===== config.mk =====
export PLATFORM = sky130hd
export DESIGN_NAME = pcc_top
export DESIGN_NICKNAME = d
export VERILOG_FILES = /design/src/core/pcc_pkg.sv /design/src/core/pcc_top.sv
export SDC_FILE = /design/constraint.sdc
export NUM_CORES = 1
export LEC_CHECK = 0
export ABC_AREA = 1
export BUFFER_PORTS_ARGS = -buffer_cell sky130_fd_sc_hd__buf_2
export CAP_MARGIN = 20
export CORE_ASPECT_RATIO = 0.7
export CORE_MARGIN = 3
export CORE_UTILIZATION = 45
export CTS_BUF_LIST = sky130_fd_sc_hd__clkbuf_4
export DETAILED_ROUTE_END_ITERATION = 7
export PLACE_DENSITY = 0.73
export SYNTH_ARGS = -nofsm -noshare
export SYNTH_HDL_FRONTEND = slang
export SYNTH_SLANG_ARGS = --single-unit

===== constraint.sdc =====
create_clock -name i_clk -period 1.7 [get_ports i_clk]
set_input_delay 0 -clock i_clk [delete_from_list [all_inputs] [get_ports i_clk]]
set_output_delay 0 -clock i_clk [all_outputs]
set_load 0.05 [all_outputs]

===== src/core/pcc_pkg.sv =====
package pcc_pkg;
   // Register indices; byte address is four times the index
   localparam logic [9:0] PCC_IDX_PLL_CTRL   = 10'h010;
   localparam logic [9:0] PCC_IDX_BACKLASH   = 10'h017;
   localparam logic [9:0] PCC_IDX_CAL_CTRL   = 10'h018;
   localparam logic [9:0] PCC_IDX_PUMP_CUR   = 10'h019;
   localparam logic [9:0] PCC_IDX_STATUS     = 10'h01F;
   localparam logic [9:0] PCC_IDX_VCO_DIV    = 10'h1E0;
   localparam logic [9:0] PCC_IDX_SRC_SEL    = 10'h1E1;
   localparam logic [9:0] PCC_IDX_UPDATE     = 10'h232;
   localparam logic [7:0] PCC_UPDATE_KEY     = 8'h01;
   // Field positions
   localparam int PCC_POWER_LSB  = 0;
   localparam int PCC_PUMP_LSB   = 4;
   localparam int PCC_POL_BIT    = 7;
   localparam int PCC_BYPASS_BIT = 0;
   localparam int PCC_SRC_BIT    = 1;
   // Power field codes
   localparam logic [1:0] PCC_PWR_NORMAL = 2'b00;
   localparam logic [1:0] PCC_PWR_DOWN   = 2'b01;
   // Charge pump mode codes
   localparam logic [2:0] PCC_PUMP_HIZ    = 3'h0;
   localparam logic [2:0] PCC_PUMP_FUP    = 3'h1;
   localparam logic [2:0] PCC_PUMP_FDOWN  = 3'h2;
   localparam logic [2:0] PCC_PUMP_NORMAL = 3'h3;
   // VCO divider reset code, top code and ratio offset
   localparam logic [2:0] PCC_VCO_DIV_RST = 3'b010;
   localparam logic [2:0] PCC_VCO_DIV_MAX = 3'b100;
   localparam logic [2:0] PCC_DIV_OFFSET  = 3'h2;
   // Pump current step and top, in microamps
   localparam int PCC_PUMP_STEP_UA = 600;
   localparam int PCC_PUMP_TOP_UA  = 4800;
   // Anti-backlash hold, one cycle more than base plus the two-bit setting
   localparam logic [2:0] PCC_ABL_BASE = 3'h1;
   // Calibration length in reference edges
   localparam logic [7:0] PCC_CAL_EDGES = 8'h10;
   // Calibration sequencer, Gray coded
   typedef enum logic [1:0] {
      PCC_CAL_IDLE = 2'b00,
      PCC_CAL_RUN  = 2'b01,
      PCC_CAL_DONE = 2'b11
   } pcc_cal_e;
   typedef struct packed {
      logic [1:0] power;
      logic [2:0] pump;
      logic       pol;
      logic [1:0] abl;
      logic       cal;
      logic [2:0] cur;
      logic [2:0] vdiv;
      logic       bypass;
      logic       src_vco;
   } pcc_cfg_s;
endpackage


===== src/core/pcc_top.sv =====
// Operation
// - Power field 01 holds the PLL down
// - Bypass bit routes source past VCO divider
// - Source bit 0 selects external clock input
// - Power field 00 gives normal PLL operation
// - Polarity bit sets loop sense
// - Settings apply only after update write 0x01
// - Detector compares reference and feedback edges
// - Two-bit field sets anti-backlash width
// - Pump mode: hiz, normal, forced up, down
// - Pump current in eight equal steps
// - Polarity applies only with external VCO
// - Calibration starts on committed bit rise
// - VCO divider field selects two to six
`timescale 1ns/10ps
`default_nettype none
module pcc_top import pcc_pkg::*; #(
   parameter int PADDR_W = 12
) (
   input  wire logic               i_clk,          // 125 MHz clock
   input  wire logic               i_reset,        // Synchronous reset, high
   input  wire logic               i_psel,         // APB select
   input  wire logic               i_penable,      // APB enable
   input  wire logic               i_pwrite,       // APB direction
   input  wire logic [PADDR_W-1:0] i_paddr,        // APB byte address
   input  wire logic [31:0]        i_pwdata,       // APB write data
   output logic                    o_pready,       // APB ready
   output logic [31:0]             o_prdata,       // APB read data
   output logic                    o_pslverr,      // APB error, unmapped
   input  wire logic               i_ref_div,      // Reference divider output
   input  wire logic               i_fb_div,       // Feedback divider output
   output logic                    o_pll_power_down, // PLL held off
   output logic                    o_pll_enable,   // PLL normal operation
   output logic                    o_pfd_invert,   // Negative loop sense
   output logic [1:0]              o_backlash_sel, // Anti-backlash width
   output logic                    o_pump_up,      // Charge pump source
   output logic                    o_pump_down,    // Charge pump sink
   output logic [2:0]              o_pump_current_code, // Current step
   output logic [2:0]              o_vco_div_ratio, // Divide ratio 2..6
   output logic                    o_div_bypass,   // Skip VCO divider
   output logic                    o_src_vco,      // Internal VCO source
   output logic                    o_cal_busy,     // Calibration running
   output logic                    o_cal_done      // Calibration finished
);

   typedef struct packed {
      pcc_cfg_s    stg;
      pcc_cfg_s    act;
      logic [2:0]  ref_s;
      logic [2:0]  fb_s;
      logic        ref_lvl;
      logic        fb_lvl;
      logic        up;
      logic        dn;
      logic [2:0]  abl_cnt;
      pcc_cal_e    cal_st;
      logic [7:0]  cal_cnt;
      logic        busy;
      logic        done;
      logic        pready;
      logic [31:0] prdata;
      logic        pslverr;
      logic        pll_pd;
      logic        pll_en;
      logic        pfd_inv;
      logic        pump_up;
      logic        pump_dn;
      logic [2:0]  ratio;
   } pcc_state_s;

   pcc_state_s st;
   pcc_state_s next_st;

   logic [9:0] idx;
   logic       acc;
   logic       wr;
   logic       commit;
   logic       ref_edge;
   logic       fb_edge;
   logic       abl_clr;

   // Index from the word address; low bits ignored
   assign idx    = i_paddr[11:2];
   assign acc    = i_psel && i_penable && st.pready;
   assign wr     = acc && i_pwrite;
   assign commit = wr && (idx == PCC_IDX_UPDATE) && (i_pwdata[7:0] == PCC_UPDATE_KEY);

   // All next-state logic in one place
   always_comb begin
      next_st = st;
      ref_edge = 1'b0;
      fb_edge  = 1'b0;
      abl_clr  = 1'b0;
      // One wait state keeps pready a plain flop
      next_st.pready  = i_psel && i_penable && !st.pready;
      next_st.pslverr = 1'b0;
      next_st.prdata  = 32'h0000_0000;
      if (i_psel && i_penable && !st.pready && !i_pwrite) begin
         if (idx == PCC_IDX_PLL_CTRL) begin
            next_st.prdata[7:0] = {st.stg.pol, st.stg.pump, 2'b00, st.stg.power};
         end else if (idx == PCC_IDX_BACKLASH) begin
            next_st.prdata[1:0] = st.stg.abl;
         end else if (idx == PCC_IDX_CAL_CTRL) begin
            next_st.prdata[0] = st.stg.cal;
         end else if (idx == PCC_IDX_PUMP_CUR) begin
            next_st.prdata[2:0] = st.stg.cur;
         end else if (idx == PCC_IDX_STATUS) begin
            next_st.prdata[1:0] = {st.cal_st == PCC_CAL_DONE, st.cal_st == PCC_CAL_RUN};
         end else if (idx == PCC_IDX_VCO_DIV) begin
            next_st.prdata[2:0] = st.stg.vdiv;
         end else if (idx == PCC_IDX_SRC_SEL) begin
            next_st.prdata[1:0] = {st.stg.src_vco, st.stg.bypass};
         end else if (idx == PCC_IDX_UPDATE) begin
            next_st.prdata = 32'h0000_0000; // Trigger reads as zero
         end else begin
            next_st.pslverr = 1'b1;
         end
      end else if (i_psel && i_penable && !st.pready) begin
         if (idx != PCC_IDX_PLL_CTRL && idx != PCC_IDX_BACKLASH && idx != PCC_IDX_CAL_CTRL &&
             idx != PCC_IDX_PUMP_CUR && idx != PCC_IDX_STATUS && idx != PCC_IDX_VCO_DIV &&
             idx != PCC_IDX_SRC_SEL && idx != PCC_IDX_UPDATE) begin
            next_st.pslverr = 1'b1;
         end
      end

      // Staged writes; nothing reaches the hardware yet
      if (wr) begin
         if (idx == PCC_IDX_PLL_CTRL) begin
            next_st.stg.power = i_pwdata[PCC_POWER_LSB +: 2];
            next_st.stg.pump  = i_pwdata[PCC_PUMP_LSB +: 3];
            next_st.stg.pol   = i_pwdata[PCC_POL_BIT];
         end else if (idx == PCC_IDX_BACKLASH) begin
            next_st.stg.abl = i_pwdata[1:0];
         end else if (idx == PCC_IDX_CAL_CTRL) begin
            next_st.stg.cal = i_pwdata[0];
         end else if (idx == PCC_IDX_PUMP_CUR) begin
            next_st.stg.cur = i_pwdata[2:0];
         end else if (idx == PCC_IDX_VCO_DIV) begin
            next_st.stg.vdiv = i_pwdata[2:0];
         end else if (idx == PCC_IDX_SRC_SEL) begin
            next_st.stg.bypass  = i_pwdata[PCC_BYPASS_BIT];
            next_st.stg.src_vco = i_pwdata[PCC_SRC_BIT];
         end
      end

      // Staged set becomes active in one step
      if (commit) begin
         next_st.act = st.stg;
      end

      // Three-stage sync; level moves once stages two and three agree
      next_st.ref_s = {st.ref_s[1:0], i_ref_div};
      next_st.fb_s  = {st.fb_s[1:0], i_fb_div};
      if (st.ref_s[1] == st.ref_s[2]) begin
         next_st.ref_lvl = st.ref_s[2];
      end
      if (st.fb_s[1] == st.fb_s[2]) begin
         next_st.fb_lvl = st.fb_s[2];
      end
      ref_edge = next_st.ref_lvl && !st.ref_lvl;
      fb_edge  = next_st.fb_lvl && !st.fb_lvl;

      // Detector: reference edge pumps up, feedback edge pumps down
      if (st.up && st.dn) begin
         next_st.abl_cnt = st.abl_cnt + 3'h1;
         abl_clr = (st.abl_cnt >= PCC_ABL_BASE + {1'b0, st.act.abl});
      end else begin
         next_st.abl_cnt = 3'h0;
      end
      next_st.up = ref_edge || (st.up && !abl_clr);
      next_st.dn = fb_edge || (st.dn && !abl_clr);
      if (abl_clr) begin
         next_st.abl_cnt = 3'h0;
      end

      // Calibration sequencer counts reference edges
      case (st.cal_st)
         PCC_CAL_IDLE: begin
            if (commit && st.stg.cal && !st.act.cal) begin
               next_st.cal_st  = PCC_CAL_RUN;
               next_st.cal_cnt = 8'h00;
            end
         end
         PCC_CAL_RUN: begin
            // Abort first, so a last edge in the same cycle still ends the run
            if (commit && !st.stg.cal) begin
               next_st.cal_st = PCC_CAL_IDLE;
            end
            if (ref_edge) begin
               next_st.cal_cnt = st.cal_cnt + 8'h01;
               if (st.cal_cnt == PCC_CAL_EDGES - 8'h01) begin
                  next_st.cal_st = PCC_CAL_DONE;
               end
            end
         end
         PCC_CAL_DONE: begin
            // Clearing the bit rearms for a later run
            if (commit && !st.stg.cal) begin
               next_st.cal_st = PCC_CAL_IDLE;
            end
         end
         default: begin
            next_st.cal_st = PCC_CAL_IDLE;
         end
      endcase
      next_st.busy = (next_st.cal_st == PCC_CAL_RUN);
      next_st.done = (next_st.cal_st == PCC_CAL_DONE);

      // Decoded outputs follow the active set in the same cycle
      next_st.pll_pd  = (next_st.act.power != PCC_PWR_NORMAL);
      next_st.pll_en  = (next_st.act.power == PCC_PWR_NORMAL);
      // Internal VCO has a fixed sense, so polarity is masked there
      next_st.pfd_inv = next_st.act.pol && !next_st.act.src_vco;
      if (next_st.act.vdiv > PCC_VCO_DIV_MAX) begin
         next_st.ratio = PCC_VCO_DIV_MAX + PCC_DIV_OFFSET;
      end else begin
         next_st.ratio = next_st.act.vdiv + PCC_DIV_OFFSET;
      end

      // Pump steering by mode; powered-down PLL never pumps
      next_st.pump_up = 1'b0;
      next_st.pump_dn = 1'b0;
      if (next_st.pll_en) begin
         case (next_st.act.pump)
            PCC_PUMP_FUP: begin
               next_st.pump_up = 1'b1;
            end
            PCC_PUMP_FDOWN: begin
               next_st.pump_dn = 1'b1;
            end
            PCC_PUMP_NORMAL: begin
               next_st.pump_up = next_st.pfd_inv ? next_st.dn : next_st.up;
               next_st.pump_dn = next_st.pfd_inv ? next_st.up : next_st.dn;
            end
            default: begin
               next_st.pump_up = 1'b0;
            end
         endcase
      end
   end

   // State register; reset gives distribution-only defaults
   always_ff @(posedge i_clk) begin
      if (i_reset) begin
         st              <= '0;
         st.stg.power    <= PCC_PWR_DOWN;
         st.act.power    <= PCC_PWR_DOWN;
         st.stg.vdiv     <= PCC_VCO_DIV_RST;
         st.act.vdiv     <= PCC_VCO_DIV_RST;
         st.pll_pd       <= 1'b1;
         st.ratio        <= PCC_VCO_DIV_RST + PCC_DIV_OFFSET;
      end else begin
         st <= next_st;
      end
   end

   // Outputs straight from the state flops
   assign o_pready            = st.pready;
   assign o_prdata            = st.prdata;
   assign o_pslverr           = st.pslverr;
   assign o_pll_power_down    = st.pll_pd;
   assign o_pll_enable        = st.pll_en;
   assign o_pfd_invert        = st.pfd_inv;
   assign o_backlash_sel      = st.act.abl;
   assign o_pump_up           = st.pump_up;
   assign o_pump_down         = st.pump_dn;
   assign o_pump_current_code = st.act.cur;
   assign o_vco_div_ratio     = st.ratio;
   assign o_div_bypass        = st.act.bypass;
   assign o_src_vco           = st.act.src_vco;
   assign o_cal_busy          = st.busy;
   assign o_cal_done          = st.done;
endmodule
`default_nettype wire


Word-level counts from Yosys, hierarchy flattened
Index checks and enable logic that the tools add are counted.
{ "word_totals": {"out_inout_bits": 51, "input_bits": 51, "ff_bits": 101, "wordCells": 180} }
{ "op_classes": {"order_cmp": 2, "reduce_logical": 50, "muxes": 46, "n_addsub": 4, "bitwise": 8, "n_eq_ne": 29} }
{ "op_table": {"columns": ["op", "count"], "rows": [
  ["30-bit two-way mux", 5],
  ["10-bit by 5-bit equality test with 1-bit output, second input constant", 5],
  ["10-bit by 5-bit inequality test with 1-bit output, second input constant", 5],
  ["1-bit logical AND", 23],
  ["10-bit by 9-bit equality test with 1-bit output, second input constant", 2],
  ["10-bit two-way mux", 2],
  ["10-bit by 9-bit inequality test with 1-bit output, second input constant", 2],
  ["1-bit two-way mux", 18],
  ["3-bit two-way mux", 6],
  ["17-bit two-way mux", 1],
  ["8-bit one-hot mux with 2 select lines", 1],
  ["2-bit two-way mux", 6],
  ["10-bit equality test, second input constant", 1],
  ["10-bit inequality test, second input constant", 1],
  ["8-bit by 1-bit adder with 8-bit output, second input constant", 1],
  ["8-bit by 1-bit equality test with 1-bit output, second input constant", 1],
  ["8-bit by 4-bit equality test with 1-bit output, second input constant", 1],
  ["1-bit logical NOT", 8],
  ["8-bit two-way mux", 1],
  ["1-bit inverter", 8],
  ["7-bit two-way mux", 1],
  ["7-bit AND reduction", 1],
  ["3-bit by 2-bit equality test with 1-bit output, second input constant", 2],
  ["6-bit two-way mux", 1],
  ["25 further kinds", 36]
]} }

Longest topological paths before layout
{ "logic_depth": {"depth_word": 17, "depth_mapped": 13, "mapped_depth_nobuf": 12} }

Least setup slack after synthesis
OpenSTA, ideal clock, no wires.
{ "synth_path": {"path_kind": "reg2reg", "from": "register st, in the netlist o_pready", "to": "register st, in the netlist o_pump_down", "path_slack_ns": -0.015, "stages_incl_launch_ff": 10, "n_path_buf": 0, "arrival_time_ns": 1.603, "setup_ns": 0.111, "required_time_ns": 1.589, "period_less_slack_ns": 1.715, "cell_sequence": "dfxtp_1 nand3_2 nor2_1 nand3_1 nand2_1 nand2_1 nand3_1 nand2_1 nor2_1 nor2_1"} }
{ "synth_via": {"elab_chain_cells": 9, "elab_cells_between_ends": 14, "classes_between": "2 x eq/ne; 3 x mux; 1 x bitwise; 8 x reduce/logical"} }
{ "synth_lines": {"columns": ["element", "line", "source"], "rows": [
  ["start, declared", "pcc_top.sv:71", "pcc_state_s st;"],
  ["start signal, assigned", "pcc_top.sv:253", "st <= next_st;"],
  ["1-bit logical AND (*)", "pcc_top.sv:84", "assign acc = i_psel && i_penable && st.pready;"],
  ["1-bit logical AND (*)", "pcc_top.sv:85", "assign wr = acc && i_pwrite;"],
  ["1-bit logical AND (*) (2 in series)", "pcc_top.sv:86", "assign commit = wr && (idx == PCC_IDX_UPDATE) && (i_pwdata[7:0] == PCC_UPDATE_KEY);"],
  ["17-bit two-way mux (*)", "pcc_top.sv:147", "if (commit) begin"],
  ["1-bit logical NOT", "pcc_top.sv:213", "next_st.pfd_inv = next_st.act.pol && !next_st.act.src_vco;"],
  ["1-bit logical AND", "pcc_top.sv:213", null],
  ["1-bit two-way mux", "pcc_top.sv:233", "next_st.pump_dn = next_st.pfd_inv ? next_st.up : next_st.dn;"],
  ["1-bit one-hot mux with 2 select lines", "pcc_top.sv:224", "case (next_st.act.pump)"]
]} }
Every way passes the cells marked *; elsewhere a longest branch is shown, timed or not.
A chain may end at the register's enable or synchronous reset.

Worst setup path in the final report
{ "layout_path": {"from": "register st, in the netlist o_backlash_sel[1]", "to": "register st, in the netlist o_pump_up"} }
{ "layout_via": {"elab_chain_cells": 8, "elab_cells_between_ends": 10, "classes_between": "1 x add/sub; 1 x order compare; 3 x mux; 5 x reduce/logical"} }
{ "layout_lines": {"columns": ["element", "line", "source"], "rows": [
  ["1-bit by 2-bit adder with 3-bit output (*)", "pcc_top.sv:166", "abl_clr = (st.abl_cnt >= PCC_ABL_BASE + {1'b0, st.act.abl});"],
  ["3-bit greater-or-equal comparator (*)", "pcc_top.sv:166", null],
  ["1-bit two-way mux (*)", "pcc_top.sv:164", "if (st.up && st.dn) begin"],
  ["1-bit logical NOT (*)", "pcc_top.sv:170, pcc_top.sv:171", null],
  ["1-bit logical AND, on equally long branches", "pcc_top.sv:170, pcc_top.sv:171", null],
  ["1-bit logical OR, on equally long branches", "pcc_top.sv:170, pcc_top.sv:171", null],
  ["1-bit two-way mux (*)", "pcc_top.sv:232", "next_st.pump_up = next_st.pfd_inv ? next_st.dn : next_st.up;"],
  ["1-bit one-hot mux with 2 select lines (*)", "pcc_top.sv:224", null]
]} }
Marked as above.

==> results.md <==
- Die area: 0.00923 mm2
- Tmin final: 1.66 ns
- WP data arrival: 2.00 ns
- Gpl congestion: around 0.93
- Port buffer count: 50
- I/O Pins: 102
- Final Cycle Share: 0.979
- Initial antenna violation count: 0
- Vias in the first global route: 2855
- Part of the power in registers: 0.541
- Critical path's top delay family: adder cells
- Max Clk Rate: approximately 600 MHz
- Internal: approximately 2400 uW
- Post-Synth Adder-Cell Area: 0.0206
- Unique masters post-synth: 36
- ANT cells: 0
- DRT iter0 DRCs: 279
- Largest net degree at the start of global routing: 39
- Remaining routing DRC violations: 0
- Largest family of logic cells by synthesized area: simple AND/OR/NAND/NOR gates
- Clock Tree Buf Depth: 2
- Mapped Area: between 0.003 and 0.004 mm2
- Global route overflow: 0
- Sw frac: 0.260
- Total wire length: 8240 um
- EDFF count, synth: 0
- Top cell type by total area after synthesis: dfxtp_1
- Nets: 619
- Via count: 3227
- Row count: 26
- Clock Tree Root: clkbuf_4
- Clock Skew: roughly 0.0087 ns
- Final setup violation count: 0
- Synth warn: 0
- Layout area overhead: 15.6%
- Sequential area share after synthesis: 0.417
- Mux cell area share after synthesis: 0
- Dpl hpwl: 6290 um
- Max-Cap Viols: 0
- Synth top area cells: dfxtp_1 42%, buf_4 8.4%, nand2_1 8.1%
- Die W: around 110 um
- CTS tree: yes
- Layout cells sized above 1: 0.212
- Dpl cells: 634
- Post-synthesis compound-gate area fraction: 0.108
- CP max FO: 3
- TritonCTS Buffers: 9
- Post-Layout Cell Count: 665
- Final hold slack: 0.0606 ns
- XOR/XNOR Fraction of Synth Area: 0.00481
- CP endpoint kind: flip-flop
- Startpoint types: flip-flop
- Clk pwr share: 0.368
- Starting Density: 0.481
- Avg WL per Cell: approximately 12 um
- Critical Path RT: just over 2 ns
- DRT antenna net count: 0
- Synthesized area per cell: 7.30 um2
- Hold Path Class: in2reg
- Psw: 861 uW
- Max-slew violation count: 0
- RSZ-0062 raised after global routing: yes
- Synth Instances: 499
- Post-synth top flop: dfxtp_1
- PwrDens: roughly 790 mW/mm2
- Clock sinks: 76
- Die height: 81.3 um
- Synth top area share: 0.417
- Fillers: 726
- Status: complete, no violations
- Latest clock arrival within the worst-skew pair: between 0.4 and 0.5 ns
- CP max-delay cell: dfxtp_2
- Routed vias/inst: 4.85
- Comb power frac: 0.090
- Leak: around 0.0019 uW
- Cell chain of the critical path: ha_4 -> inv_2 -> ha_4 -> nand3b_1 -> nand3_2 -> nand2_2 -> a21o_1 -> nand3_1 -> nand2_1 -> nor2_1 -> nor2_1
- H-tree depth: 3
- Critical path class: reg2reg
- DR pass1 iterations: 5
- Total Routing Usage GR: 0.186
- VDD IR max: 0.493 mV
- CP bufs+invs: 1
- Placeable Area: 0.00758 mm2
- Clock-pin slew on the worst setup and hold paths: around 0.12 ns
- Final hold viol count: 0
- Synth async-reset ratio: 0
- Post-synthesis register bit count: 76
- First-pass GRT wire length: 13300 um
- Simple-gate share of the synthesized area: 0.275
- Crit-path max cell delay: around 0.35 ns
[cell type report]
cell class / instances / area (um2) / area share
clock buffer: 9 / 67.6 / 0.0160
clock inverter: 7 / 91.3 / 0.0217
inverter: 74 / 278 / 0.0660
multi-input combinational: 324 / 1640 / 0.389
sequential: 76 / 1530 / 0.362
tap: 98 / 123 / 0.0291
timing repair buffer: 77 / 488 / 0.116
[per-stage QoR]
stage / instance area, um2 / power, uW / util / worst slack [ns] / setup TNS, ns
after detailed placement: 3850 / 2100 / 0.507 / -0.0196 / -0.0196
final: 4210 / 3310 / 0.556 / 0.0365 / 0
after global routing: 4210 / 3450 / 0.556 / -0.0506 / -0.0950
after global placement: 3850 / 2100 / 0.507 / 0.0546 / 0
after CTS: 4180 / 3340 / 0.552 / 0.000959 / 0
after floorplan: 3740 / 2070 / - / 0.115 / 0
[state kept, by name, summed over array words and instances (netlist names)]
signal / count
o_cal_done: 1
o_src_vco: 1
o_pump_up: 1
o_pll_enable: 1
o_cal_busy: 1
o_pready: 1
o_backlash_sel: 2
o_div_bypass: 1
o_pfd_invert: 1
o_prdata: 7
o_pslverr: 1
o_pll_power_down: 1
o_pump_current_code: 3
o_vco_div_ratio: 3
st: 46
next_st: 4
o_pump_down: 1
[power groups by stage]
stage               sequential, uW  combinational [uW]  clock, uW
finish                        1790                 299       1220
global route                  1790                 321       1330
CTS                           1790                 295       1250
detailed placement            1830                 270          0
global placement              1830                 270          0
floorplan                     1840                 236          0
[layout by cell type (no fill, tap or decap), drive strengths merged, types with 2 or more instances in the layout]
master / Yosys / layout
nand2: 85 / 85
nor2: 81 / 81
dfxtp: 76 / 76
inv: 74 / 74
buf: 43 / 63
a21oi: 38 / 38
nand3: 28 / 28
conb: 1 / 25
o21ai: 25 / 25
dlygate4sd3: 0 / 14
nor3: 12 / 12
clkbuf: 6 / 9
nand4: 6 / 6
ha: 6 / 6
clkinv: 0 / 3
o22ai: 2 / 2
nand3b: 2 / 2
xnor2: 2 / 2
and2: 2 / 2
o211ai: 2 / 2
a211oi: 2 / 2
bufinv: 0 / 2
clkinvlp: 0 / 2
nor4: 2 / 2
[worst paths after layout]
path / from / to / slack, ns / cells past startpoint
worst min-delay path: i_paddr[10] / o_prdata[0]$_SDFF_PP0_ / 0.06 / 6
worst max-delay path: o_backlash_sel[1]$_SDFFE_PP0N_ / o_pump_up$_SDFF_PP0_ / 0.04 / 11
worst min register to register: next_st[65]$_SDFF_PP0_ / next_st[66]$_SDFF_PP0_ / 0.41 / 2
worst max register to register: o_backlash_sel[1]$_SDFFE_PP0N_ / o_pump_up$_SDFF_PP0_ / 0.04 / 11
[timing repair]
| action | in CTS | in global routing |
|---|---|---|
| endpoints found under the setup margin | 2 | 2 |
| resized for setup | 6 | 6 |
| cloned | 0 | 0 |
| endpoints found under the hold margin | 24 | 0 |
| buffers inserted | 1 | 0 |
| hold buffers | 14 | 0 |
| pin swaps | 3 | 5 |
[cells by family (layout without fill, tap and decap cells)]
kind of cell | Yosys count | count (layout)
adder cells (fa/ha/maj) | 6 | 6
AO/OA/AOI/OAI | 72 | 72
AND/OR/NAND/NOR | 219 | 219
buffers and inverters | 123 | 167
XOR/XNOR | 2 | 2
other | 1 | 25
flip-flops | 76 | 76
[cell usage after synthesis (6+ instances only)]
cell / count
nand2_1: 79
buf_4: 41
nand4_1: 6
o21ai_0: 20
nor2_1: 73
a21oi_1: 37
nor3_1: 9
dfxtp_1: 76
ha_1: 6
inv_1: 69
nand3_1: 25
clkbuf_1: 6
[worst register-to-register path: cells and delay by family, from the launching register on]
family / cells / cell delay (ns)
adder cells (fa/ha/maj): 2 / 0.52
AND/OR/NAND/NOR: 7 / 0.50
flip-flops: 1 / 0.35
AO/OA/AOI/OAI: 1 / 0.18
buffers and inverters: 1 / 0.04
[layer usage]
metal	GRT usage	wire length, um
met1	0.260	3840
met2	0.271	3520
met3	0.0603	789
met4	0.0540	88
met5	0	0
Power figures use the tool's default switching activity.
